<file path="src/core/scsc_pkg.sv">
// constants and types shared by the system clock and standby controller
package scsc_pkg;
  // register indices; byte address is four times the index
  localparam logic [7:0] SCSC_IDX_ONE = 8'h38;
  localparam logic [7:0] SCSC_IDX_TWO = 8'h39;
  localparam logic [7:0] SCSC_IDX_DIV = 8'h3A;
  localparam logic [7:0] SCSC_IDX_STATUS = 8'h3B;
  localparam int SCSC_ADDR_W = 10;
  // reset values
  localparam logic [7:0] SCSC_RST_ONE = 8'h00;
  localparam logic [7:0] SCSC_RST_TWO = 8'h80;
  localparam logic [7:0] SCSC_RST_DIV = 8'h02;
  // field positions
  localparam int SCSC_STOP_BIT = 7;
  localparam int SCSC_RELEASE_METHOD_BIT = 6;
  localparam int SCSC_WUT_LO = 2;
  localparam int SCSC_IDLE_BIT = 4;
  localparam int SCSC_DIVIDER_FIRST_STAGE_SELECT_BIT = 4;
  // clock chain
  localparam int SCSC_PRESCALE = 3;
  localparam int SCSC_DIV_STAGES = 21;
  localparam int SCSC_FEED_STAGE = 7;
  localparam int SCSC_FEED_LOG2 = 8;
  localparam int SCSC_MC_STATES = 4;
  localparam logic [1:0] SCSC_FC8_HALF = 2'h2;
  localparam logic [1:0] SCSC_FC8_FULL = 2'h0;
  // warm-up: multiples of the 2^14 unit for select 00..11
  localparam int SCSC_WU_UNIT = 16384;
  localparam int SCSC_WU_MUL0 = 12;
  localparam int SCSC_WU_MUL1 = 4;
  localparam int SCSC_WU_MUL2 = 3;
  localparam int SCSC_WU_MUL3 = 1;
  localparam int SCSC_WU_W = 20;
  // axi responses
  localparam logic [1:0] SCSC_RESP_OKAY = 2'h0;
  localparam logic [1:0] SCSC_RESP_SLVERR = 2'h2;
  typedef enum logic [1:0] {
    SCSC_NORMAL, SCSC_IDLE, SCSC_STOP, SCSC_WARMUP
  } scsc_mode_t;
endpackage : scsc_pkg

</file>
<file path="src/core/scsc_divider.sv">
// prescaler and divider chain of the timing generator
`timescale 1ns/1ps
module scsc_divider
  import scsc_pkg::*;
(
  input wire logic aclk, // oscillator clock
  input wire logic aresetn, // sync reset, low
  input wire logic clear, // clear divider stages
  input wire logic run, // oscillator running
  output logic [1:0] prescale_q, // prescaler count
  output logic [SCSC_DIV_STAGES-1:0] div_q // divider stages
);
  logic [SCSC_FEED_LOG2-1:0] feed_cnt;
  localparam int LOW_W = SCSC_FEED_STAGE - 1;

  // prescaler is only cleared by reset, so it keeps phase over STOP
  always_ff @(posedge aclk) begin
    if (!aresetn) begin
      prescale_q <= 2'h0;
    end else if (run) begin
      if (prescale_q == 2'(SCSC_PRESCALE - 1)) prescale_q <= 2'h0;
      else prescale_q <= prescale_q + 2'h1;
    end
  end

  // first six stages from prescaler, seventh onward from fc/256
  always_ff @(posedge aclk) begin
    if (!aresetn || clear) begin
      div_q <= '0;
      feed_cnt <= '0;
    end else if (run) begin
      feed_cnt <= feed_cnt + 1'b1;
      if (prescale_q == 2'(SCSC_PRESCALE - 1))
        div_q[LOW_W-1:0] <= div_q[LOW_W-1:0] + 1'b1;
      if (&feed_cnt)
        div_q[SCSC_DIV_STAGES-1:LOW_W] <=
          div_q[SCSC_DIV_STAGES-1:LOW_W] + 1'b1;
    end
  end
endmodule : scsc_divider

</file>
<file path="src/core/scsc_warmup.sv">
// warm-up down counter for STOP release
`timescale 1ns/1ps
module scsc_warmup
  import scsc_pkg::*;
(
  input wire logic aclk, // oscillator clock
  input wire logic aresetn, // sync reset, low
  input wire logic load, // start a warm-up
  input wire logic [SCSC_WU_W-1:0] count, // periods to wait
  output logic busy, // warm-up running
  output logic done // one-cycle end pulse
);
  logic [SCSC_WU_W-1:0] remain;

  // count down the loaded number of oscillator periods
  always_ff @(posedge aclk) begin
    if (!aresetn) begin
      remain <= '0;
      busy <= 1'b0;
    end else begin
      if (load) begin
        remain <= count;
        busy <= 1'b1;
      end else if (busy) begin
        remain <= remain - 1'b1;
        if (remain == SCSC_WU_W'(1)) busy <= 1'b0;
      end
    end
  end

  // end flag on the last counted period, so the mode leaves warm-up
  // after exactly count periods and not one period late
  assign done = busy && !load && remain == SCSC_WU_W'(1);
endmodule : scsc_warmup

</file>
<file path="src/core/scsc_top.sv">
// system clock and standby controller with axi4-lite registers
`timescale 1ns/1ps
module scsc_top
  import scsc_pkg::*;
#(
  parameter int WU_UNIT = SCSC_WU_UNIT // 2^14 warm-up periods
) (
  input wire logic aclk, // oscillator clock
  input wire logic aresetn, // sync reset, low
  input wire logic [SCSC_ADDR_W-1:0] s_axi_awaddr, // write address
  input wire logic s_axi_awvalid, // write address valid
  output logic s_axi_awready, // write address ready
  input wire logic [31:0] s_axi_wdata, // write data
  input wire logic [3:0] s_axi_wstrb, // write strobes
  input wire logic s_axi_wvalid, // write data valid
  output logic s_axi_wready, // write data ready
  output logic [1:0] s_axi_bresp, // write response
  output logic s_axi_bvalid, // write response valid
  input wire logic s_axi_bready, // write response ready
  input wire logic [SCSC_ADDR_W-1:0] s_axi_araddr, // read address
  input wire logic s_axi_arvalid, // read address valid
  output logic s_axi_arready, // read address ready
  output logic [31:0] s_axi_rdata, // read data
  output logic [1:0] s_axi_rresp, // read response
  output logic s_axi_rvalid, // read data valid
  input wire logic s_axi_rready, // read data ready
  input wire logic stop_pin, // stop release input
  input wire logic reset_pin_n, // external reset, low
  input wire logic irq_req, // enabled interrupt pending
  input wire logic interrupt_master_enable, // core enable flag
  output logic osc_enable, // oscillator running
  output logic cpu_run, // core clocked
  output logic wdt_run, // watchdog clocked
  output logic periph_run, // peripherals clocked
  output logic [1:0] mc_state, // machine cycle state
  output logic fc8_out, // divider source output enable
  output logic irq_service, // pulse: take interrupt
  output logic resume_next, // pulse: resume next instruction
  output logic [1:0] mode // current operating mode
);
  // counter width must hold the longest doubled warm-up
  if (WU_UNIT < 1 || WU_UNIT * SCSC_WU_MUL0 * 2 >= (1 << SCSC_WU_W)) begin
    : g_bad_unit
    $error("WU_UNIT out of range");
  end

  ////////////////////////////////////////////////////////////////////////
  // declarations
  scsc_mode_t state;
  scsc_mode_t next_state;
  logic rst_n;
  logic [7:0] sby_one;
  logic [7:0] sby_two;
  logic [7:0] div_src;
  logic aw_held;
  logic w_held;
  logic [7:0] aw_idx;
  logic [7:0] w_byte;
  logic w_lane;
  logic wr_do;
  logic wr_one;
  logic wr_two;
  logic stop_req;
  logic idle_req;
  logic pin_prev;
  logic pin_rise;
  logic wu_load;
  logic wu_busy;
  logic wu_done;
  logic div_clear;
  logic fc8_phase;
  logic [1:0] presc_q;
  logic [SCSC_DIV_STAGES-1:0] div_q;
  logic [SCSC_WU_W-1:0] wu_count;
  logic [7:0] ar_idx;

  // external reset pin acts as a synchronous reset of everything but the axi channels
  assign rst_n = aresetn && reset_pin_n;

  ////////////////////////////////////////////////////////////////////////
  // axi4-lite write channel: address and data taken in either order
  always_ff @(posedge aclk) begin
    if (!aresetn) begin
      aw_held <= 1'b0;
      w_held <= 1'b0;
      aw_idx <= 8'h00;
      w_byte <= 8'h00;
      w_lane <= 1'b0;
      s_axi_bvalid <= 1'b0;
      s_axi_bresp <= SCSC_RESP_OKAY;
    end else begin
      if (s_axi_awvalid && s_axi_awready) begin
        aw_held <= 1'b1;
        aw_idx <= s_axi_awaddr[SCSC_ADDR_W-1:2];
      end
      if (s_axi_wvalid && s_axi_wready) begin
        w_held <= 1'b1;
        w_byte <= s_axi_wdata[7:0];
        w_lane <= s_axi_wstrb[0];
      end
      if (wr_do) begin
        aw_held <= 1'b0;
        w_held <= 1'b0;
        s_axi_bvalid <= 1'b1;
        s_axi_bresp <= (aw_idx == SCSC_IDX_ONE || aw_idx == SCSC_IDX_TWO ||
          aw_idx == SCSC_IDX_DIV || aw_idx == SCSC_IDX_STATUS) ?
          SCSC_RESP_OKAY : SCSC_RESP_SLVERR;
      end else if (s_axi_bready) begin
        s_axi_bvalid <= 1'b0;
      end
    end
  end

  // each ready only while its own channel holds nothing and no response is pending, so one write is in flight
  always_ff @(posedge aclk) begin
    if (!aresetn) begin
      s_axi_awready <= 1'b0;
      s_axi_wready <= 1'b0;
    end else begin
      s_axi_awready <= !aw_held && !s_axi_bvalid && !wr_do &&
        !(s_axi_awvalid && s_axi_awready);
      s_axi_wready <= !w_held && !s_axi_bvalid && !wr_do &&
        !(s_axi_wvalid && s_axi_wready);
    end
  end

  assign wr_do = aw_held && w_held && !s_axi_bvalid;
  assign wr_one = wr_do && w_lane && aw_idx == SCSC_IDX_ONE;
  assign wr_two = wr_do && w_lane && aw_idx == SCSC_IDX_TWO;
  assign stop_req = wr_one && w_byte[SCSC_STOP_BIT];
  assign idle_req = wr_two && w_byte[SCSC_IDLE_BIT];

  ////////////////////////////////////////////////////////////////////////
  // control registers; hardware clears stop and idle bits on exit
  always_ff @(posedge aclk) begin
    if (!rst_n) begin
      sby_one <= SCSC_RST_ONE;
      sby_two <= SCSC_RST_TWO;
      div_src <= SCSC_RST_DIV;
    end else begin
      if (wu_done) sby_one[SCSC_STOP_BIT] <= 1'b0;
      if (state == SCSC_IDLE && irq_req) sby_two[SCSC_IDLE_BIT] <= 1'b0;
      // a write in the same cycle wins over the hardware clear
      if (wr_one) sby_one <= {w_byte[7:2], 2'b00};
      if (wr_two) sby_two <= {w_byte[7:4], 4'h0};
      if (wr_do && w_lane && aw_idx == SCSC_IDX_DIV) div_src <= w_byte;
    end
  end

  ////////////////////////////////////////////////////////////////////////
  // read channel: one read at a time, unmapped answers slverr
  assign ar_idx = s_axi_araddr[SCSC_ADDR_W-1:2];
  always_ff @(posedge aclk) begin
    if (!aresetn) begin
      s_axi_arready <= 1'b0;
      s_axi_rvalid <= 1'b0;
      s_axi_rdata <= 32'h0000_0000;
      s_axi_rresp <= SCSC_RESP_OKAY;
    end else begin
      s_axi_arready <= !s_axi_rvalid && !(s_axi_arvalid && s_axi_arready);
      if (s_axi_arvalid && s_axi_arready) begin
        s_axi_rvalid <= 1'b1;
        s_axi_rresp <= SCSC_RESP_OKAY;
        case (ar_idx)
          SCSC_IDX_ONE: s_axi_rdata <= {24'h00_0000, sby_one};
          SCSC_IDX_TWO: s_axi_rdata <= {24'h00_0000, sby_two};
          SCSC_IDX_DIV: s_axi_rdata <= {24'h00_0000, div_src};
          SCSC_IDX_STATUS: s_axi_rdata <= {28'h000_0000, stop_pin,
            wu_busy, state};
          default: begin
            s_axi_rdata <= 32'h0000_0000;
            s_axi_rresp <= SCSC_RESP_SLVERR;
          end
        endcase
      end else if (s_axi_rready) begin
        s_axi_rvalid <= 1'b0;
      end
    end
  end

  ////////////////////////////////////////////////////////////////////////
  // stop pin edge detect for edge-sensitive release
  always_ff @(posedge aclk) begin
    if (!rst_n) pin_prev <= 1'b0;
    else pin_prev <= stop_pin;
  end
  assign pin_rise = stop_pin && !pin_prev;

  // standby mode sequencer
  always_comb begin
    next_state = state;
    wu_load = 1'b0;
    case (state)
      SCSC_NORMAL: begin
        if (stop_req) begin
          if (w_byte[SCSC_RELEASE_METHOD_BIT] && stop_pin) begin
            next_state = SCSC_WARMUP;
            wu_load = 1'b1;
          end else begin
            next_state = SCSC_STOP;
          end
        end else if (idle_req) begin
          next_state = SCSC_IDLE;
        end
      end
      SCSC_IDLE: if (irq_req) next_state = SCSC_NORMAL;
      SCSC_STOP: begin
        // release by level when method is one, else by rising edge
        if (sby_one[SCSC_RELEASE_METHOD_BIT] ? stop_pin : pin_rise) begin
          next_state = SCSC_WARMUP;
          wu_load = 1'b1;
        end
      end
      SCSC_WARMUP: if (wu_done) next_state = SCSC_NORMAL;
      default: next_state = SCSC_NORMAL;
    endcase
  end

  always_ff @(posedge aclk) begin
    if (!rst_n) state <= SCSC_NORMAL;
    else state <= next_state;
  end

  ////////////////////////////////////////////////////////////////////////
  // warm-up length from select and first-stage select
  function automatic logic [SCSC_WU_W-1:0] wu_len(input logic [1:0] sel,
                                                  input logic dbl);
    int m;
    case (sel)
      2'h0: m = SCSC_WU_MUL0;
      2'h1: m = SCSC_WU_MUL1;
      2'h2: m = SCSC_WU_MUL2;
      default: m = SCSC_WU_MUL3;
    endcase
    return SCSC_WU_W'(m * WU_UNIT * (dbl ? 2 : 1));
  endfunction : wu_len

  // a stop write that skips to warm-up has not stored its select yet
  assign wu_count = wu_len(state == SCSC_NORMAL ?
    w_byte[SCSC_WUT_LO+1:SCSC_WUT_LO] : sby_one[SCSC_WUT_LO+1:SCSC_WUT_LO],
    div_src[SCSC_DIVIDER_FIRST_STAGE_SELECT_BIT]);

  scsc_warmup u_warmup (
    .aclk(aclk),
    .aresetn(rst_n),
    .load(wu_load),
    .count(wu_count),
    .busy(wu_busy),
    .done(wu_done)
  );

  // divider held at zero while stopped or warming up
  assign div_clear = state == SCSC_STOP || state == SCSC_WARMUP;

  scsc_divider u_divider (
    .aclk(aclk),
    .aresetn(rst_n),
    .clear(div_clear),
    .run(osc_enable),
    .prescale_q(presc_q),
    .div_q(div_q)
  );

  ////////////////////////////////////////////////////////////////////////
  // clock gating outputs per mode
  always_ff @(posedge aclk) begin
    if (!rst_n) begin
      osc_enable <= 1'b1;
      cpu_run <= 1'b1;
      wdt_run <= 1'b1;
      periph_run <= 1'b1;
      mode <= 2'(SCSC_NORMAL);
    end else begin
      osc_enable <= next_state != SCSC_STOP;
      cpu_run <= next_state == SCSC_NORMAL;
      wdt_run <= next_state == SCSC_NORMAL;
      periph_run <= next_state == SCSC_NORMAL ||
        next_state == SCSC_IDLE;
      mode <= 2'(next_state);
    end
  end

  // idle exit: service the interrupt or resume the next instruction
  always_ff @(posedge aclk) begin
    if (!rst_n) begin
      irq_service <= 1'b0;
      resume_next <= 1'b0;
    end else begin
      irq_service <= state == SCSC_IDLE && irq_req &&
        interrupt_master_enable;
      resume_next <= (state == SCSC_IDLE && irq_req &&
        !interrupt_master_enable) || wu_done;
    end
  end

  // machine cycle states advance once per main clock while core runs
  always_ff @(posedge aclk) begin
    if (!rst_n) mc_state <= 2'h0;
    else if (next_state == SCSC_NORMAL)
      mc_state <= mc_state + 2'h1;
  end

  // divider source output: every clock for 00, every second for 10
  always_ff @(posedge aclk) begin
    if (!rst_n) begin
      fc8_phase <= 1'b0;
      fc8_out <= 1'b0;
    end else if (osc_enable) begin
      fc8_phase <= !fc8_phase;
      fc8_out <= (div_src[1:0] == SCSC_FC8_FULL) ||
        (div_src[1:0] == SCSC_FC8_HALF && fc8_phase);
    end else begin
      fc8_out <= 1'b0;
    end
  end
endmodule : scsc_top

</file>
<file path="config.mk">
export PLATFORM = sky130hd
export DESIGN_NAME = scsc_top
export DESIGN_NICKNAME = d
export VERILOG_FILES = /design/src/core/scsc_pkg.sv /design/src/core/scsc_divider.sv /design/src/core/scsc_warmup.sv /design/src/core/scsc_top.sv
export SDC_FILE = /design/constraint.sdc
export NUM_CORES = 1
export LEC_CHECK = 0
export ABC_CLOCK_PERIOD_IN_PS = 4700
export BUFFER_PORTS_ARGS = -buffer_cell sky130_fd_sc_hd__buf_2
export CORE_UTILIZATION = 40
export CTS_BUF_LIST = sky130_fd_sc_hd__clkbuf_16
export DETAILED_ROUTE_END_ITERATION = 10
export HOLD_SLACK_MARGIN = 0.06
export SKIP_CTS_REPAIR_TIMING = 1
export SLEW_MARGIN = 5
export SYNTH_ARGS = -nofsm -noshare
export SYNTH_HDL_FRONTEND = slang
export SYNTH_HIERARCHICAL = 1
export SYNTH_SLANG_ARGS = --single-unit
</file>
<file path="constraint.sdc">
create_clock -name aclk -period 4.7 [get_ports aclk]
set_clock_uncertainty 0.15 [all_clocks]
set_input_delay 0.235 -clock aclk [delete_from_list [all_inputs] [get_ports aclk]]
set_output_delay 0.235 -clock aclk [all_outputs]
set_load 0.02 [all_outputs]
</file>
==> results of run 1 <==
-- area by class of cell --
class                           instances  area share, %
Clock buffer                            9           4.50
Inverter                                9          0.675
Tap cell                              133           3.32
Clock inverter                          7           1.15
Sequential cell                        85           34.0
Multi-Input combinational cell        368           45.0
Timing Repair Buffer                   89           11.4
-- sequential cells by signal (all words and copies together), names as in the netlist, 2 cells and up --
| signal | cells |
|---|---|
| mode | 2 |
| aw_idx | 8 |
| w_byte | 8 |
| mc_state | 2 |
| div_src | 8 |
| u_warmup/remain | 20 |
| sby_one | 6 |
| s_axi_rdata | 8 |
| sby_two | 4 |
-- worst max-delay path by stage --
stage	startpoint	to	slack, ns	cells after the start
6_report	aw_idx[0]	mc_state[0]	1.63	13
5_1_grt	aw_idx[0]	mc_state[0]	1.32	13
4_1_cts	aw_idx[0]	mc_state[0]	1.61	13
3_5_place_dp	aw_idx[0]	mc_state[0]	1.64	13
3_3_place_gp	aw_idx[0]	mc_state[1]	1.66	12
2_1_floorplan	mode[0]	mc_state[1]	1.93	11
-- report_power, final --
group,internal (W),switching [W]
Combinational,0.0000471,0.0000700
Clock,0.000365,0.000303
Sequential,0.000735,0.0000131
Total,0.00115,0.000386
-- per-layer routing --
layer / track usage, % / vias up / wire length [um]
li1: - / 1747 / -
met1: 20.4 / 1565 / 4170
met2: 30.4 / 64 / 4430
met3: 4.34 / 4 / 316
met4: 4.14 / 0 / 51
met5: 0 / - / 0
-- cell families after synthesis --
kind of cell,share of synthesized area [%]
AND/OR/NAND/NOR,24.3
other,0.0909
adder cells (fa/ha/maj),2.61
multiplexers,5.58
AO/OA/AOI/OAI,15.2
flip-flops,41.3
buffers and inverters,7.77
XOR/XNOR,3.19
-- cells in the final DEF, fill, tap and decap left out, types with 5 or more instances in the layout --
| master | Yosys | layout |
|---|---|---|
| nand4b_1 | 7 | 7 |
| nand3_1 | 5 | 5 |
| nand4_1 | 5 | 5 |
| a31oi_1 | 6 | 6 |
| a22o_1 | 6 | 6 |
| dfxtp_1 | 85 | 85 |
| o211a_1 | 5 | 5 |
| nor3_1 | 7 | 7 |
| nand2b_1 | 11 | 11 |
| nand2_1 | 77 | 77 |
| nor2_1 | 26 | 26 |
| a21boi_0 | 19 | 19 |
| dlygate4sd3_1 | 0 | 22 |
| clkbuf_16 | 0 | 9 |
| ha_1 | 7 | 7 |
| and2_1 | 7 | 7 |
| a21oi_1 | 18 | 18 |
| conb_1 | 1 | 41 |
| mux2i_1 | 23 | 23 |
| nor2b_1 | 9 | 9 |
| o21ai_0 | 28 | 28 |
| inv_1 | 8 | 9 |
| buf_2 | 1 | 61 |
| buf_4 | 28 | 6 |
| xor2_1 | 11 | 11 |
-- synth_stat cells (2+ instances only) --
| cell | count | area share [%] |
|---|---|---|
| a211oi_1 | 2 | 0.36 |
| a21boi_0 | 19 | 3.5 |
| a21o_1 | 2 | 0.36 |
| a21oi_1 | 18 | 2.2 |
| a22o_1 | 6 | 1.3 |
| a31oi_1 | 6 | 0.91 |
| and2_1 | 7 | 1.1 |
| and3_1 | 4 | 0.61 |
| buf_1 | 2 | 0.18 |
| buf_4 | 28 | 5.1 |
| clkbuf_1 | 17 | 1.5 |
| dfxtp_1 | 85 | 41 |
| ha_1 | 7 | 2.1 |
| inv_1 | 8 | 0.73 |
| mux2i_1 | 23 | 5.6 |
| nand2_1 | 77 | 7.0 |
| nand2b_1 | 11 | 1.7 |
| nand3_1 | 5 | 0.61 |
| nand3b_1 | 4 | 0.73 |
| nand4_1 | 5 | 0.76 |
| nand4b_1 | 7 | 1.5 |
| nor2_1 | 26 | 2.4 |
| nor2b_1 | 9 | 1.4 |
| nor3_1 | 7 | 0.85 |
| nor3b_1 | 2 | 0.36 |
| nor4_1 | 3 | 0.46 |
| nor4_4 | 2 | 1.0 |
| o211a_1 | 5 | 1.2 |
| o21ai_0 | 28 | 3.4 |
| o21ai_1 | 2 | 0.24 |
| or3_1 | 2 | 0.30 |
| or4_1 | 2 | 0.36 |
| xnor2_1 | 4 | 0.85 |
| xor2_1 | 11 | 2.3 |
-- per-stage QoR --
stage	power [W]	hold WS (ns)	setup slack, ns	instance area (um2)	utilization [%]
after CTS	0.00154	-0.0210	1.61	4790	48.5
after floorplan	0.000849	0.230	1.93	4270	-
after global routing	0.00160	0.122	1.32	5010	50.8
final	0.00153	0.0832	1.63	5010	50.8
after global placement	0.000865	0.275	1.66	4500	45.7
after detailed placement	0.000867	0.279	1.64	4500	45.7
-- tightest hold or removal path: cells and delay by family --
kind | cells | cell delay, ns
compound gates | 1 | 0.09
buf+inv | 1 | 0.10
simple gates | 1 | 0.10
==> flow_summary_export.csv, run 1 <==
group,metric,value,unit
status,outcome,"completed",
grt,grt_pass1_wl,14800,um
place,placedCellCount,662,
grt,antenna_found_initial,0,
critical_path,critical_path_class,"flop to flop",
route,drc_errors,0,
grt,grt_pass1_vias,3122,
cts,cts_max_path_buffers,2,
cts,clk_latency,0.34,ns
sta,fin_setup_tns,0,ns
critical_path,path_cells,"or4b_1 > or4_1 > o21ai_1 > buf_4 > inv_1 > nand3_1 > nor3_1 > and2_1 > mux2i_1 > and2_0 > a41oi_1 > nand2_1 > mux2i_1",
synthesis,synth-seq-area-share,41.3,%
cts,cts_buffers,9,
critical_path,worstPathRequired,4.81,ns
sta,hold_violations,0,
critical_path,rr_startpoint,"aw_idx[0]",
sta,setup_violations,0,
cts,h-tree-depth,3,
final_layout,stdcell_count,700,
critical_path,critPathMaxFanout,13,
cts,cts_sinks,85,
place,port-buffer-count,61,
place,hpwl,6280,um
sta,worst_pin_slew,0.783,ns
place,globalplace.congestion,0.808,
floorplanning,placementRows,36,
flow_run,max_cap_violations,0,
critical_path,r2r_slack,1.63,ns
route,via_per_inst,4.83,
final_layout,drive_above_1_share,16.2,%
floorplanning,ioPinCount,119,
floorplanning,die_w,104,um
route,num_vias,3380,
critical_path,cp_slowest_cell,"or4b_1",
cts,cts.clk_slew.worst_paths,0.07,ns
hold_path,whs_endpoint,"s_axi_rvalid",
floorplanning,fp.dieArea,10700,um2
route,finalWirelength,8960,um
hold_path,hold_path.startpoint,"s_axi_arvalid",
critical_path,cp_slowest_stage_delay,0.53,ns
sta,clock.fmax,0.326,GHz
critical_path,start_kind,"flop",
floorplanning,die_h,104,um
sta,rsz0062_at_grt,"no",
final_layout,insertedDiodeCount,0,
sta,max-slew-margin-rel,47.4,%
grt,grt_overflow,0,
critical_path,ff2ff_path_depth,13,
cts,cts_tree,"done",
synthesis,ys_ff_latch,85,
final_layout,area_growth,21.4,%
critical_path,worst_setup_path_end_kind,"flop",
power,vdd_ir_drop_max,163,uV
power,p_per_area,306,nW/um2
sta,period_share,65.4,%
synthesis,synth-edff-count,0,
critical_path,crit-reg2reg-capture,"mc_state[0]",
route,antenna_left,0,
synthesis,yosysWarnings,6,
route,firstDrtPassIters,4,
floorplanning,core_area,9860,um2
final_layout,final_nets,637,
critical_path,cpMostUsedCell,"mux2i_1",
power,p_leak,2.09,nW
final_layout,nFillCells,912,
synthesis,synthCells,470,
synthesis,synth.avg_cell_area,8.77,um2
critical_path,crit_family,"simple AND/OR/NAND/NOR gates",
final_layout,register_area,1700,um2
final_layout,multi_input_area,2250,um2
hold_path,holdPathStages,3,
sta,slew_viol_final,0,
synthesis,postSynth.asyncResetShare,0,%
route,first_iter_violations,101,
grt,grtUsageTotal,17.1,%
synthesis,netlist_area,4120,um2
grt,grt_start_max_net_pins,33,
cts,root_buffer,"clkbuf_16",
synthesis,synth_cell_types,58,
hold_path,hold_class,"primary input to flop",
critical_path,cp.arrival,3.19,ns
sta,period_minus_slack,3.07,ns
route,wl_per_cell,12.8,um
synthesis,ys.flop_type,"dfxtp_1",
floorplanning,start_util,41.8,%
critical_path,path_buf_inv,2,
Power figures use the tool's default switching activity.
==> run 2: changes to the inputs <==
Settings changed: ABC_CLOCK_PERIOD_IN_PS 4700 to 3000.
Clock period 4.7 ns to 3 ns, I/O delays scaled along.
==> flow_summary_export.csv, run 2 (synthesis results as in run 1) <==
group,metric,value,unit
floorplanning,placementRows,36,
sta,period_minus_slack,2.77,ns
cts,cts_buffers,9,
floorplanning,start_util,41.8,%
sta,rsz0062_at_grt,"no",
critical_path,critPathMaxFanout,4,
final_layout,final_cell_mix,"dfxtp_1, nand2_1, buf_2",
critical_path,critical_path_class,"flop to flop",
cts,cts_max_path_buffers,2,
critical_path,path_buf_inv,1,
place,placedCellCount,671,
sta,setup_violations,0,
critical_path,cpMostUsedCell,"and2_1",
floorplanning,die_w,104,um
grt,grt_overflow,0,
critical_path,crit_family,"simple AND/OR/NAND/NOR gates",
final_layout,largest_register,"u_warmup/remain",
flow_run,max_cap_violations,0,
sta,max-slew-margin-rel,47.3,%
floorplanning,ioPinCount,119,
route,antenna_left,0,
route,via_per_inst,4.74,
final_layout,nFillCells,942,
power,vdd_ir_drop_max,245,uV
cts,root_buffer,"clkbuf_16",
route,wl_per_cell,12.8,um
route,first_iter_violations,105,
sta,hold_violations,0,
final_layout,final_nets,647,
place,port-buffer-count,61,
sta,clock.fmax,0.361,GHz
place,globalplace.congestion,0.771,
cts,cts_tree,"done",
critical_path,worst_setup_path_end_kind,"flop",
final_layout,stdcell_count,710,
critical_path,start_kind,"flop",
route,drc_errors,0,
power,p_per_area,493,nW/um2
final_layout,area_growth,24.4,%
sta,fin_setup_tns,0,ns
final_layout,utilization,52.0,%
floorplanning,fp.dieArea,10700,um2
route,firstDrtPassIters,4,
floorplanning,core_area,9860,um2
sta,period_share,92.3,%
route,num_vias,3362,
floorplanning,die_h,104,um
critical_path,cp_slowest_cell,"or4b_1",
grt,grt_start_max_net_pins,33,
final_layout,final_common_cell,"dfxtp_1",
critical_path,worstPathRequired,3.07,ns
status,outcome,"completed",
place,hpwl,6390,um
cts,cts_sinks,85,
critical_path,path_cells,"or4b_1 > or4_4 > o21ai_4 > inv_1 > nand3_1 > nor3_1 > and2_1 > mux2i_1 > and2_1 > a41oi_1 > a41o_2",
cts,clk_latency,0.33,ns
grt,grtUsageTotal,16.8,%
sta,slew_viol_final,0,
final_layout,insertedDiodeCount,0,
power,p_leak,2.16,nW
route,finalWirelength,9070,um
critical_path,cp_slowest_stage_delay,0.54,ns
cts,h-tree-depth,3,
final_layout,drive_above_1_share,17.5,%
critical_path,cp.arrival,2.84,ns
final_layout,largest_reg_flops,20,
sta,worst_pin_slew,0.784,ns
grt,grt_pass1_wl,14700,um
grt,antenna_found_initial,0,
cts,cts.clk_slew.worst_paths,0.06,ns
hold_path,hold_class,"primary input to flop",
grt,grt_pass1_vias,3038,
-- run 2: changes by cell type in the layout (fill, tap and decap cells not counted), sizes merged --
| cell | change |
|---|---|
| clkinv | +1 |
| dlygate4sd3 | +1 |
| buf | +9 |
| clkinvlp | -1 |
| inv | -2 |
| bufinv | +2 |
-- run 2: final cells by class --
cell class                 count  area [um2]  share of cell area, %
multi-input combinational    368        2270                   44.2
sequential                    85        1700                   33.2
timing repair buffer          99         648                   12.6
clock buffer                   9         225                   4.39
tap                          133         166                   3.24
clock inverter                 7        88.8                   1.73
inverter                       9        33.8                  0.658
-- run 2: path summary, 6_finish.rpt --
path	start	to	cells past startpoint	slack, ns
worst max-delay path	aw_idx[0]	mc_state[1]	11	0.23
worst min-delay path	s_axi_araddr[8]	s_axi_rresp[1]	4	0.08
worst max register to register	aw_idx[0]	mc_state[1]	11	0.23
worst min register to register	s_axi_rvalid	s_axi_arready	1	0.28
-- run 2: per-layer routing --
| metal | share of wire (%) | GRT usage (%) | vias up |
|---|---|---|---|
| met5 | 0 | 0 | - |
| met4 | 0.94 | 4.04 | 0 |
| met3 | 2.7 | 3.90 | 7 |
| met2 | 49 | 28.1 | 68 |
| met1 | 47 | 21.8 | 1522 |
| li1 | - | - | 1765 |
-- run 2: worst register-to-register path, delay by kind of cell, from the launching register on --
kind | cells | cell delay [ns]
AOI/OAI and AO/OA | 3 | 0.59
buffers and inverters | 1 | 0.07
DFF | 1 | 0.31
muxes | 1 | 0.12
and+or+nand+nor | 6 | 1.43
-- run 2: report_power, final --
group          internal (W)  switching (W)  leakage [nW]
sequential          0.00115      0.0000181         0.689
combinational     0.0000777       0.000114          1.32
clock              0.000725       0.000444         0.156
-- run 2: stage by stage --
step | setup WS [ns] | total power [W] | hold WS (ns) | area, um2
3_5_place_dp | 0.177 | 0.00136 | 0.258 | 4570
4_1_cts | 0.154 | 0.00254 | -0.0953 | 4890
3_3_place_gp | 0.213 | 0.00136 | 0.251 | 4570
2_1_floorplan | 0.229 | 0.00133 | 0.145 | 4270
5_1_grt | 0.0109 | 0.00263 | 0.101 | 5130
6_report | 0.231 | 0.00253 | 0.0845 | 5130
